--- src/verilog/lpd_consts.svh ---
// Constants of the low-power DDR pin interface
`ifndef LPD_CONSTS_SVH
`define LPD_CONSTS_SVH

`define LPD_DATA_W      32
`define LPD_LANES       4
`define LPD_ADDR_W      13
`define LPD_BANK_W      2
`define LPD_BANKS       4
`define LPD_AP_BIT      10
// Command codes on {ras_n, cas_n, we_n}
`define LPD_CODE_MRL    3'h0
`define LPD_CODE_REF    3'h1
`define LPD_CODE_PRE    3'h2
`define LPD_CODE_ACT    3'h3
`define LPD_CODE_WR     3'h4
`define LPD_CODE_RD     3'h5
`define LPD_CODE_BST    3'h6
`define LPD_CODE_NOP    3'h7
// Reset values and read strobe pattern
`define LPD_OPEN_RST    4'h0
`define LPD_MODE_RST    13'h0000
`define LPD_STROBE_RD   2'h1

`endif

--- src/verilog/lpd_pkg.sv ---
// Types shared by the pin interface modules
package lpd_pkg;
`include "lpd_consts.svh"

  typedef enum logic [1:0] {
    LPD_RUN,
    LPD_IDLE_PD,
    LPD_OPEN_PD,
    LPD_SELF_REF
  } lpd_pwr_t;

  typedef enum logic [2:0] {
    LPD_OP_NONE,
    LPD_OP_ACT,
    LPD_OP_READ,
    LPD_OP_WRITE,
    LPD_OP_PRE,
    LPD_OP_REF,
    LPD_OP_MRL
  } lpd_op_t;

  typedef struct packed {
    logic                    cs_n;
    logic                    ras_n;
    logic                    cas_n;
    logic                    we_n;
    logic [`LPD_BANK_W-1:0]  bank_select;
    logic [`LPD_ADDR_W-1:0]  addr;
  } lpd_cmd_pins_t;

  typedef struct packed {
    logic                    valid;
    lpd_op_t                 op;
    logic [`LPD_BANK_W-1:0]  bank_select;
    logic [`LPD_ADDR_W-1:0]  addr;
    logic                    auto_precharge_flag;
  } lpd_cmd_t;

  typedef struct packed {
    logic [`LPD_DATA_W-1:0]  rise;
    logic [`LPD_DATA_W-1:0]  fall;
  } lpd_pair_t;

  typedef struct packed {
    logic [`LPD_LANES-1:0]   rise;
    logic [`LPD_LANES-1:0]   fall;
  } lpd_mask_t;

endpackage

--- src/verilog/lpd_pin_if.sv ---
// Command and data pin interface of a four-bank low-power DDR device
`timescale 1ns/1ns
`include "lpd_consts.svh"

module lpd_pin_if (
  input  wire logic                   clk,
  input  wire logic                   nrst,
  input  wire logic                   cke,
  input  wire lpd_pkg::lpd_cmd_pins_t pins,
  input  wire lpd_pkg::lpd_pair_t     dq_in,
  input  wire lpd_pkg::lpd_mask_t     write_byte_mask,
  input  wire logic                   strobe_in_valid,
  input  wire lpd_pkg::lpd_pair_t     core_rd_data,
  input  wire logic                   core_rd_valid,
  output lpd_pkg::lpd_cmd_t           cmd_r,
  output logic [`LPD_ADDR_W-1:0]      mode_opcode_r,
  output logic [`LPD_BANKS-1:0]       open_rows_r,
  output lpd_pkg::lpd_pwr_t           pwr_state_r,
  output logic                        clocks_run,
  output logic                        input_buf_en,
  output lpd_pkg::lpd_pair_t          dq_out_r,
  output logic                        dq_oe_r,
  output logic [1:0]                  strobe_out_r,
  output logic                        strobe_oe_r,
  output lpd_pkg::lpd_pair_t          wr_data_r,
  output logic [2*`LPD_LANES-1:0]     wr_byte_en_r,
  output logic                        wr_valid_r
);

  // ------------------------------------------------------------
  // Command decode helper
  // ------------------------------------------------------------
  function automatic lpd_pkg::lpd_op_t lpd_decode(
    input lpd_pkg::lpd_cmd_pins_t p
  );
    lpd_pkg::lpd_op_t op;
    op = lpd_pkg::LPD_OP_NONE;
    if (!p.cs_n)
    begin
      case ({p.ras_n, p.cas_n, p.we_n})
        `LPD_CODE_ACT: op = lpd_pkg::LPD_OP_ACT;
        `LPD_CODE_RD:  op = lpd_pkg::LPD_OP_READ;
        `LPD_CODE_WR:  op = lpd_pkg::LPD_OP_WRITE;
        `LPD_CODE_PRE: op = lpd_pkg::LPD_OP_PRE;
        `LPD_CODE_REF: op = lpd_pkg::LPD_OP_REF;
        `LPD_CODE_MRL: op = lpd_pkg::LPD_OP_MRL;
        default:       op = lpd_pkg::LPD_OP_NONE;
      endcase
    end
    return op;
  endfunction

  // ------------------------------------------------------------
  // Pin sampling
  // ------------------------------------------------------------
  lpd_pkg::lpd_cmd_pins_t pins_r;
  logic                   cke_r;
  lpd_pkg::lpd_op_t       op_now;
  lpd_pkg::lpd_op_t       op_raw;
  logic                   running;

  // Buffers other than clock and enable are dark outside RUN
  assign running      = (pwr_state_r == lpd_pkg::LPD_RUN);
  assign input_buf_en = running;
  // Self-refresh exit must not wait for a sampled edge
  assign clocks_run   = running ||
                        (pwr_state_r == lpd_pkg::LPD_SELF_REF &&
                         cke);

  always_ff @(posedge clk or negedge nrst)
  begin
    if (!nrst)
    begin
      pins_r <= '1;
      cke_r  <= 1'b0;
    end
    else
    begin
      cke_r <= cke;
      if (input_buf_en)
        pins_r <= pins;
      else
        pins_r <= '1;
    end
  end

  assign op_raw = lpd_decode(pins_r);
  assign op_now = (running && cke_r) ? op_raw : lpd_pkg::LPD_OP_NONE;

  // ------------------------------------------------------------
  // Decoded command and mode opcode
  // ------------------------------------------------------------
  always_ff @(posedge clk or negedge nrst)
  begin
    if (!nrst)
      cmd_r <= '0;
    else
    begin
      cmd_r.valid               <= (op_now != lpd_pkg::LPD_OP_NONE);
      cmd_r.op                  <= op_now;
      cmd_r.bank_select         <= pins_r.bank_select;
      cmd_r.addr                <= pins_r.addr;
      cmd_r.auto_precharge_flag <= pins_r.addr[`LPD_AP_BIT];
    end
  end

  always_ff @(posedge clk or negedge nrst)
  begin
    if (!nrst)
      mode_opcode_r <= `LPD_MODE_RST;
    else if (op_now == lpd_pkg::LPD_OP_MRL)
      mode_opcode_r <= pins_r.addr;
  end

  // ------------------------------------------------------------
  // Open-row tracking per bank
  // ------------------------------------------------------------
  always_ff @(posedge clk or negedge nrst)
  begin
    if (!nrst)
      open_rows_r <= `LPD_OPEN_RST;
    else if (op_now == lpd_pkg::LPD_OP_ACT)
      open_rows_r[pins_r.bank_select] <= 1'b1;
    else if (op_now == lpd_pkg::LPD_OP_PRE)
    begin
      if (pins_r.addr[`LPD_AP_BIT])
        open_rows_r <= '0;
      else
        open_rows_r[pins_r.bank_select] <= 1'b0;
    end
    else if ((op_now == lpd_pkg::LPD_OP_READ ||
              op_now == lpd_pkg::LPD_OP_WRITE) &&
             pins_r.addr[`LPD_AP_BIT])
      open_rows_r[pins_r.bank_select] <= 1'b0;
  end

  // ------------------------------------------------------------
  // Power state
  // ------------------------------------------------------------
  always_ff @(posedge clk or negedge nrst)
  begin
    if (!nrst)
      pwr_state_r <= lpd_pkg::LPD_RUN;
    else
    begin
      case (pwr_state_r)
        lpd_pkg::LPD_RUN:
          if (!cke)
          begin
            // Refresh issued with enable dropping and no row open means self refresh
            if (lpd_decode(pins) == lpd_pkg::LPD_OP_REF &&
                open_rows_r == '0)
              pwr_state_r <= lpd_pkg::LPD_SELF_REF;
            else if (open_rows_r != '0)
              pwr_state_r <= lpd_pkg::LPD_OPEN_PD;
            else
              pwr_state_r <= lpd_pkg::LPD_IDLE_PD;
          end
        lpd_pkg::LPD_IDLE_PD,
        lpd_pkg::LPD_OPEN_PD:
          if (cke)
            pwr_state_r <= lpd_pkg::LPD_RUN;
        lpd_pkg::LPD_SELF_REF:
          if (clocks_run)
            pwr_state_r <= lpd_pkg::LPD_RUN;
        default:
          pwr_state_r <= lpd_pkg::LPD_RUN;
      endcase
    end
  end

  // ------------------------------------------------------------
  // Read data and strobe drive
  // ------------------------------------------------------------
  always_ff @(posedge clk or negedge nrst)
  begin
    if (!nrst)
    begin
      dq_out_r     <= '0;
      dq_oe_r      <= 1'b0;
      strobe_out_r <= 2'h0;
      strobe_oe_r  <= 1'b0;
    end
    else
    begin
      // Drivers are off from the first edge after the device stops running, as the enables are registered
      dq_oe_r     <= core_rd_valid && running;
      strobe_oe_r <= core_rd_valid && running;
      if (core_rd_valid && running)
      begin
        dq_out_r     <= core_rd_data;
        strobe_out_r <= `LPD_STROBE_RD;
      end
      else
        strobe_out_r <= 2'h0;
    end
  end

  // ------------------------------------------------------------
  // Write capture on both strobe edges
  // ------------------------------------------------------------
  logic wr_cap;

  assign wr_cap = strobe_in_valid && running;

  lpd_lane_mask u_lane_mask (
    .clk             (clk),
    .nrst            (nrst),
    .cap_en          (wr_cap),
    .data_in         (dq_in),
    .write_byte_mask (write_byte_mask),
    .data_r          (wr_data_r),
    .byte_en_r       (wr_byte_en_r),
    .valid_r         (wr_valid_r)
  );
endmodule

--- src/verilog/lpd_lane_mask.sv ---
// Write byte-lane masking of one captured data pair
`timescale 1ns/1ns
`include "lpd_consts.svh"

module lpd_lane_mask (
  input  wire logic               clk,
  input  wire logic               nrst,
  input  wire logic               cap_en,
  input  wire lpd_pkg::lpd_pair_t data_in,
  input  wire lpd_pkg::lpd_mask_t write_byte_mask,
  output lpd_pkg::lpd_pair_t      data_r,
  output logic [2*`LPD_LANES-1:0] byte_en_r,
  output logic                    valid_r
);

  always_ff @(posedge clk or negedge nrst)
  begin
    if (!nrst)
    begin
      data_r    <= '0;
      byte_en_r <= '0;
      valid_r   <= 1'b0;
    end
    else
    begin
      valid_r <= cap_en;
      if (cap_en)
      begin
        data_r    <= data_in;
        // Mask high means lane i of that half is not stored
        byte_en_r <= ~{write_byte_mask.fall,
                       write_byte_mask.rise};
      end
      else
        byte_en_r <= '0;
    end
  end
endmodule

--- config.mk ---
export PLATFORM = sky130hd
export DESIGN_NAME = lpd_pin_if
export DESIGN_NICKNAME = d
export VERILOG_FILES = /design/src/verilog/lpd_pkg.sv /design/src/verilog/lpd_pin_if.sv /design/src/verilog/lpd_lane_mask.sv
export VERILOG_INCLUDE_DIRS = /design/src /design/src/verilog
export SDC_FILE = /design/constraint.sdc
export NUM_CORES = 1
export LEC_CHECK = 0
export BUFFER_PORTS_ARGS = -buffer_cell sky130_fd_sc_hd__buf_2
export CAP_MARGIN = 20
export CELL_PAD_IN_SITES_DETAIL_PLACEMENT = 0
export CELL_PAD_IN_SITES_GLOBAL_PLACEMENT = 1
export CORE_AREA = 2 2 222 115
export DETAILED_ROUTE_END_ITERATION = 16
export DIE_AREA = 0 0 224 117
export PLACE_DENSITY = 0.74
export SLEW_MARGIN = 20
export SYNTH_ARGS = -nofsm -noshare
export SYNTH_HDL_FRONTEND = slang
export SYNTH_SLANG_ARGS = --single-unit
--- constraint.sdc ---
create_clock -name clk -period 3 [get_ports clk]
set_input_delay 0.6 -clock clk [delete_from_list [all_inputs] [get_ports clk]]
set_output_delay 0.6 -clock clk [all_outputs]
set_load 0.01 [all_outputs]
---- Word level (Yosys, flattened, before mapping) ----
Cells that the tools add are included.
storage, ports and cells
  bits of input ports ..................... 160
  flip-flop bits (word level) ............. 199
  output and inout port bits .............. 182
  word-level logic and storage cells ...... 91
cells by class
  equality and inequality tests ........... 22
  magnitude comparators ................... 2
  mux-type cells .......................... 22
  reduce and logical (&&, ||, !) cells .... 18
  bitwise gates (word level) .............. 4
operators with widths
  operator              number
  $pmux W3 S6           2
  $eq A3 B3 Y1 const B  7
  $mux W19              1
  $eq A3 B2 Y1 const B  6
  $mux W4               4
  $mux W3               5
  $mux W2               5
  $eq A3 B1 Y1 const B  3
  $mux W8               1
  $not A8 Y8            1
  $logic_and A1 B1 Y1   7
  $logic_not A3 Y1      2
  $ne A2 B2 Y1 const B  3
  $pmux W2 S3           1
  $reduce_bool A3 Y1    2
  $and A4 B4 Y4         1
  $eq A2 B2 Y1 const B  2
  $logic_not A4 Y1      1
  $not A4 Y4            1
  $or A4 B4 Y4          1
  $reduce_bool A4 Y1    1
  $lt A2 B3 Y1 const B  1
  $reduce_and A3 Y1     1
  $demux W1 S2          1
  other kinds (6)       8

---- Longest topological paths before layout ----
  depth in word-level cells ............... 10
  mapped depth ............................ 8
  depth with buffers taken out ............ 6

---- Hierarchy ----
Synthesis repeated with hierarchy kept, for this count alone.
unflattened totals
  cell total of the unflattened synthesis .. 444
  area total of the unflattened synthesis .. 7602.3 um^2
modules (own cells, without submodules)
  module         times used  area each (um^2)  cells an instance  seq. area each (um^2)
  lpd_pin_if     1           4629.4            291                3101.7
  lpd_lane_mask  1           2972.9            153                1826.8

---- Worst setup path before layout ----
OpenSTA, ideal clock, no wires.
  kind .................................... flip-flop to flip-flop
  start point ............................. register pwr_state_r[0]
  end point ............................... register mode_opcode_r[0]
  setup time .............................. 0.125 ns
  buffers on the path ..................... 3
  stages on the path, launching flop included .. 9
  data required time ...................... 2.875 ns
  arrival ................................. 1.950 ns
  clock period less this slack ............ 2.075 ns
  slack ................................... 0.925 ns
  cells stage by stage .................... dfrtp_1 > inv_1 > ha_1 > buf_4 > nand3b_4 > or4_4 > buf_6 > buf_12 > mux2_4
on the way
  cells in the longest elaborated chain, start to end .. 4
RTL lines
  item                    line               source
  start, declared         lpd_pin_if.sv:18   output lpd_pkg::lpd_pwr_t pwr_state_r,
  start signal, assigned  lpd_pin_if.sv:143  pwr_state_r <= lpd_pkg::LPD_RUN;
  start signal, assigned  lpd_pin_if.sv:153  pwr_state_r <= lpd_pkg::LPD_SELF_REF;
  start signal, assigned  lpd_pin_if.sv:155  pwr_state_r <= lpd_pkg::LPD_OPEN_PD;
  $logic_not A2 Y1        lpd_pin_if.sv:63   assign running = (pwr_state_r == lpd_pkg::LPD_RUN);
  net input_buf_en        lpd_pin_if.sv:20   output logic input_buf_en,
  $logic_and A1 B1 Y1     lpd_pin_if.sv:88   assign op_now = (running && cke_r) ? op_raw : lpd_pkg::LPD_OP_NONE;
  $mux W3                 lpd_pin_if.sv:88
  $eq A3 B3 Y1            lpd_pin_if.sv:111  else if (op_now == lpd_pkg::LPD_OP_MRL)
  end signal, assigned    lpd_pin_if.sv:110  mode_opcode_r <= `LPD_MODE_RST;
  end signal, assigned    lpd_pin_if.sv:112  mode_opcode_r <= pins_r.addr;
  end, declared           lpd_pin_if.sv:16   output logic [`LPD_ADDR_W-1:0] mode_opcode_r,
The timed path passes the listed nets, and every way through them passes these cells.
A chain may end at the register's enable or synchronous reset.

---- Final worst setup path ----
  start point ............................. register pwr_state_r[0]
  end point ............................... output clocks_run
on the way
  cells in the longest elaborated chain, start to end .. 3
  elaborated cells between the ends (all ways) .. 4
  those cells by class .................... eq/ne: 1; reduce/logical: 3
RTL lines
  item                  line              source
  $eq A2 B2 Y1          lpd_pin_if.sv:67  (pwr_state_r == lpd_pkg::LPD_SELF_REF &&
  $logic_and A1 B1 Y1   lpd_pin_if.sv:67
  $logic_or A1 B1 Y1 *  lpd_pin_if.sv:66  assign clocks_run = running ||
  end, declared         lpd_pin_if.sv:19  output logic clocks_run,
Mark *: on every way between the ends. The rest lies on a longest branch, timed or not.

==> results.yml <==
synthesis:
  synthTopCellsByArea: "dfrtp_1 62%, mux2_2 21%, dfstp_2 7.0%, mux2_4 2.1%, nand2b_1 1.7%"
  synth_area_leader_cell: "dfrtp_1"
  synth.distinct_cells: 33
  yosysWarnings: 0
  ys_seq_area_share_pct: 68.7
  ys_ff_latch: 196
  synthCells: 442
  syn_nets: 604
  syn_area_um2: 7170
  avgSynthCellArea_um2: 16.2
  post-synth-top-area-fraction_pct: 61.8
cells_and_area:
  mostFrequentLayoutCells: "339 x buf_2, 177 x dfrtp_1, 131 x mux2_2"
  final_common_cell: "buf_2"
  multi_input_area_um2: 2050
  seq_area_um2: 4930
  fillCellCount: 2347
  layout.cells.non_filler: 1120
  area_growth_pct: 37.2
  drive_gt1_share_pct: 68.0
  n_antenna_cell: 0
  fin_nets: 947
critical_path:
  worst_setup_path_start_kind: "register"
  crit_path_max_fanout: 12
  cp-end-kind: "primary output"
  cp.arrival_ns: 1.72
  setup.worst_path.class: "reg -> out"
  worstPathRequired_ns: 2.40
routing:
  drc: 0
  vias: 4709
  avgRoutedWirePerCell_um: 16.0
  wl_um: 17900
  drt_iter0_markers: 168
  ant_nets: 0
  viasPerCell: 4.20
  first_pass_iters: 4
floorplan:
  die-area_um2: 26200
  initial_core_util_pct: 29.3
  io_pins: 342
  rows: 41
  die-height_um: 117
  core_um2: 24500
  die_w_um: 224
timing:
  period_share_pct: 77.3
  drv_slew: 0
  hold_violations: 0
  finalSetupViolations: 0
  fin_tns_setup_ns: 0
  timing.hold.ws_ns: 0.140
  min_period_ns: 2.32
  fin_skew_ns: 0.00872
  grt_setup_unrepaired: "no"
  fmax_ghz: 0.431
clocking:
  hold_buffers: 0
  clkSinkCount: 196
  cts_resized: 0
  cts_tree: "yes"
  clk_latency_ns: 0.43
  cts-root-buf: "clkbuf_16"
  clk_path_buf_depth: 2
  cts_setup_buffers: 0
  htree_levels: 4
  cts_made_buffers: 17
  clkSlewWorstSetupHoldPaths_ns: 0.07
status:
  status: "complete, no violations"
global_route:
  grt_pass1_wl_um: 26900
  antenna_found_initial: 0
  grt_pass1_vias: 4793
  grt_use_total_pct: 13.6
  grt_overflow_total: 0
  grt_max_degree: 72
power_and_ir_drop:
  pwr_density_cell_nw_per_um2: 1080
  peakVddDrop_v: 0.000478
  p_leak_nw: 4.84
place:
  place_congestion: 0.784
  dp_hpwl_um: 13300
  io_buffers: 340
  dp.cells: 1088
job:
  maxCapViolCount: 0
worst_hold_path:
  hp-class: "in -> async"
==> area by class of cell <==
type / count / share of cell area [%]
Tap cell: 322 / 4.10
Timing Repair Buffer: 348 / 18.5
Clock inverter: 11 / 1.55
Clock buffer: 21 / 4.48
Inverter: 10 / 0.382
Multi-Input combinational cell: 212 / 20.9
Sequential cell: 196 / 50.1
==> path summary, 6_finish.rpt <==
kind                                       startpoint                                 end  depth (start not counted)  slack (ns)
setup / recovery           pwr_state_r[0]$_DFFE_PN0P_                          clocks_run                          6        0.68
hold / removal                                   nrst  u_lane_mask.data_r[12]$_DFFE_PN0P_                          1        0.14
setup reg to reg           pwr_state_r[0]$_DFFE_PN0P_        mode_opcode_r[9]$_DFFE_PN0N_                          6        0.78
hold reg to reg                   pins_r[7]$_DFF_PN1_                  cmd_r[8]$_DFF_PN0_                          0        0.40
max in group asynchronous                        nrst            dq_out_r[24]$_DFFE_PN0P_                          2        2.09
min in group clk                   write_byte_mask[3]  u_lane_mask.byte_en_r[7]$_DFF_PN0_                          2        0.32
==> synthesized netlist by cell type, drive strengths merged <==
master	count
dfrtp	177
mux2	141
buf	20
nand2b	20
dfstp	19
nor2	12
inv	10
nand2	8
a21oi	7
clkbuf	4
o22ai	4
ha	2
nand3b	2
or2	2
a211oi	1
a21o	1
a22oi	1
a32o	1
conb	1
nand3	1
nor2b	1
nor3	1
nor4	1
o21ai	1
o32ai	1
o41ai	1
or3b	1
or4	1
==> per-stage QoR <==
stage,setup WS (ns),power [mW],utilization (%),area [µm²]
global route,0.514,11.3,40.2,9840
CTS,0.627,10.7,40.2,9840
global placement,0.853,8.28,37.8,9240
detailed placement,0.778,8.35,37.8,9240
finish,0.681,10.6,40.2,9840
floorplan,0.925,6.59,-,7170
==> state kept, by name, indices dropped and copies added (netlist names) <==
register,cells
dq_out_r,64
u_lane_mask.data_r,64
cmd_r,19
pins_r,19
mode_opcode_r,13
u_lane_mask.byte_en_r,8
open_rows_r,4
pwr_state_r,2
cke_r,1
strobe_oe_r,1
u_lane_mask.valid_r,1
==> metal layers <==
metal  vias up  GRT usage [%]  wire [µm]
met5         -              0          0
met4         0           4.49        217
met3        18           4.87       1180
met2       159           20.2       8180
met1      2333           18.6       8370
li1       2199              -          -
==> worst max-delay path, stage by stage, from the launching register on <==
cell and delay, ns:
dfrtp_1 0.41, inv_1 0.09, ha_1 0.27, buf_4 0.23, inv_1 0.09, nand2_1 0.07
buf_2 0.12
==> cells by family after synthesis <==
kind of cell,count (synthesis),share of synthesized area [%]
simple gates,50,3.94
flops,196,68.7
fa+ha+maj,2,0.349
other cells,1,0.0523
compound gates,18,1.61
buf+inv,34,2.64
mux,141,22.7
==> power breakdown <==
group	internal (mW)	total [mW]	switching (mW)
clock	1.32	2.33	1.01
sequential	3.91	4.52	0.613
combinational	1.89	3.73	1.83
No activity file was read; power rests on OpenSTA's default activity.
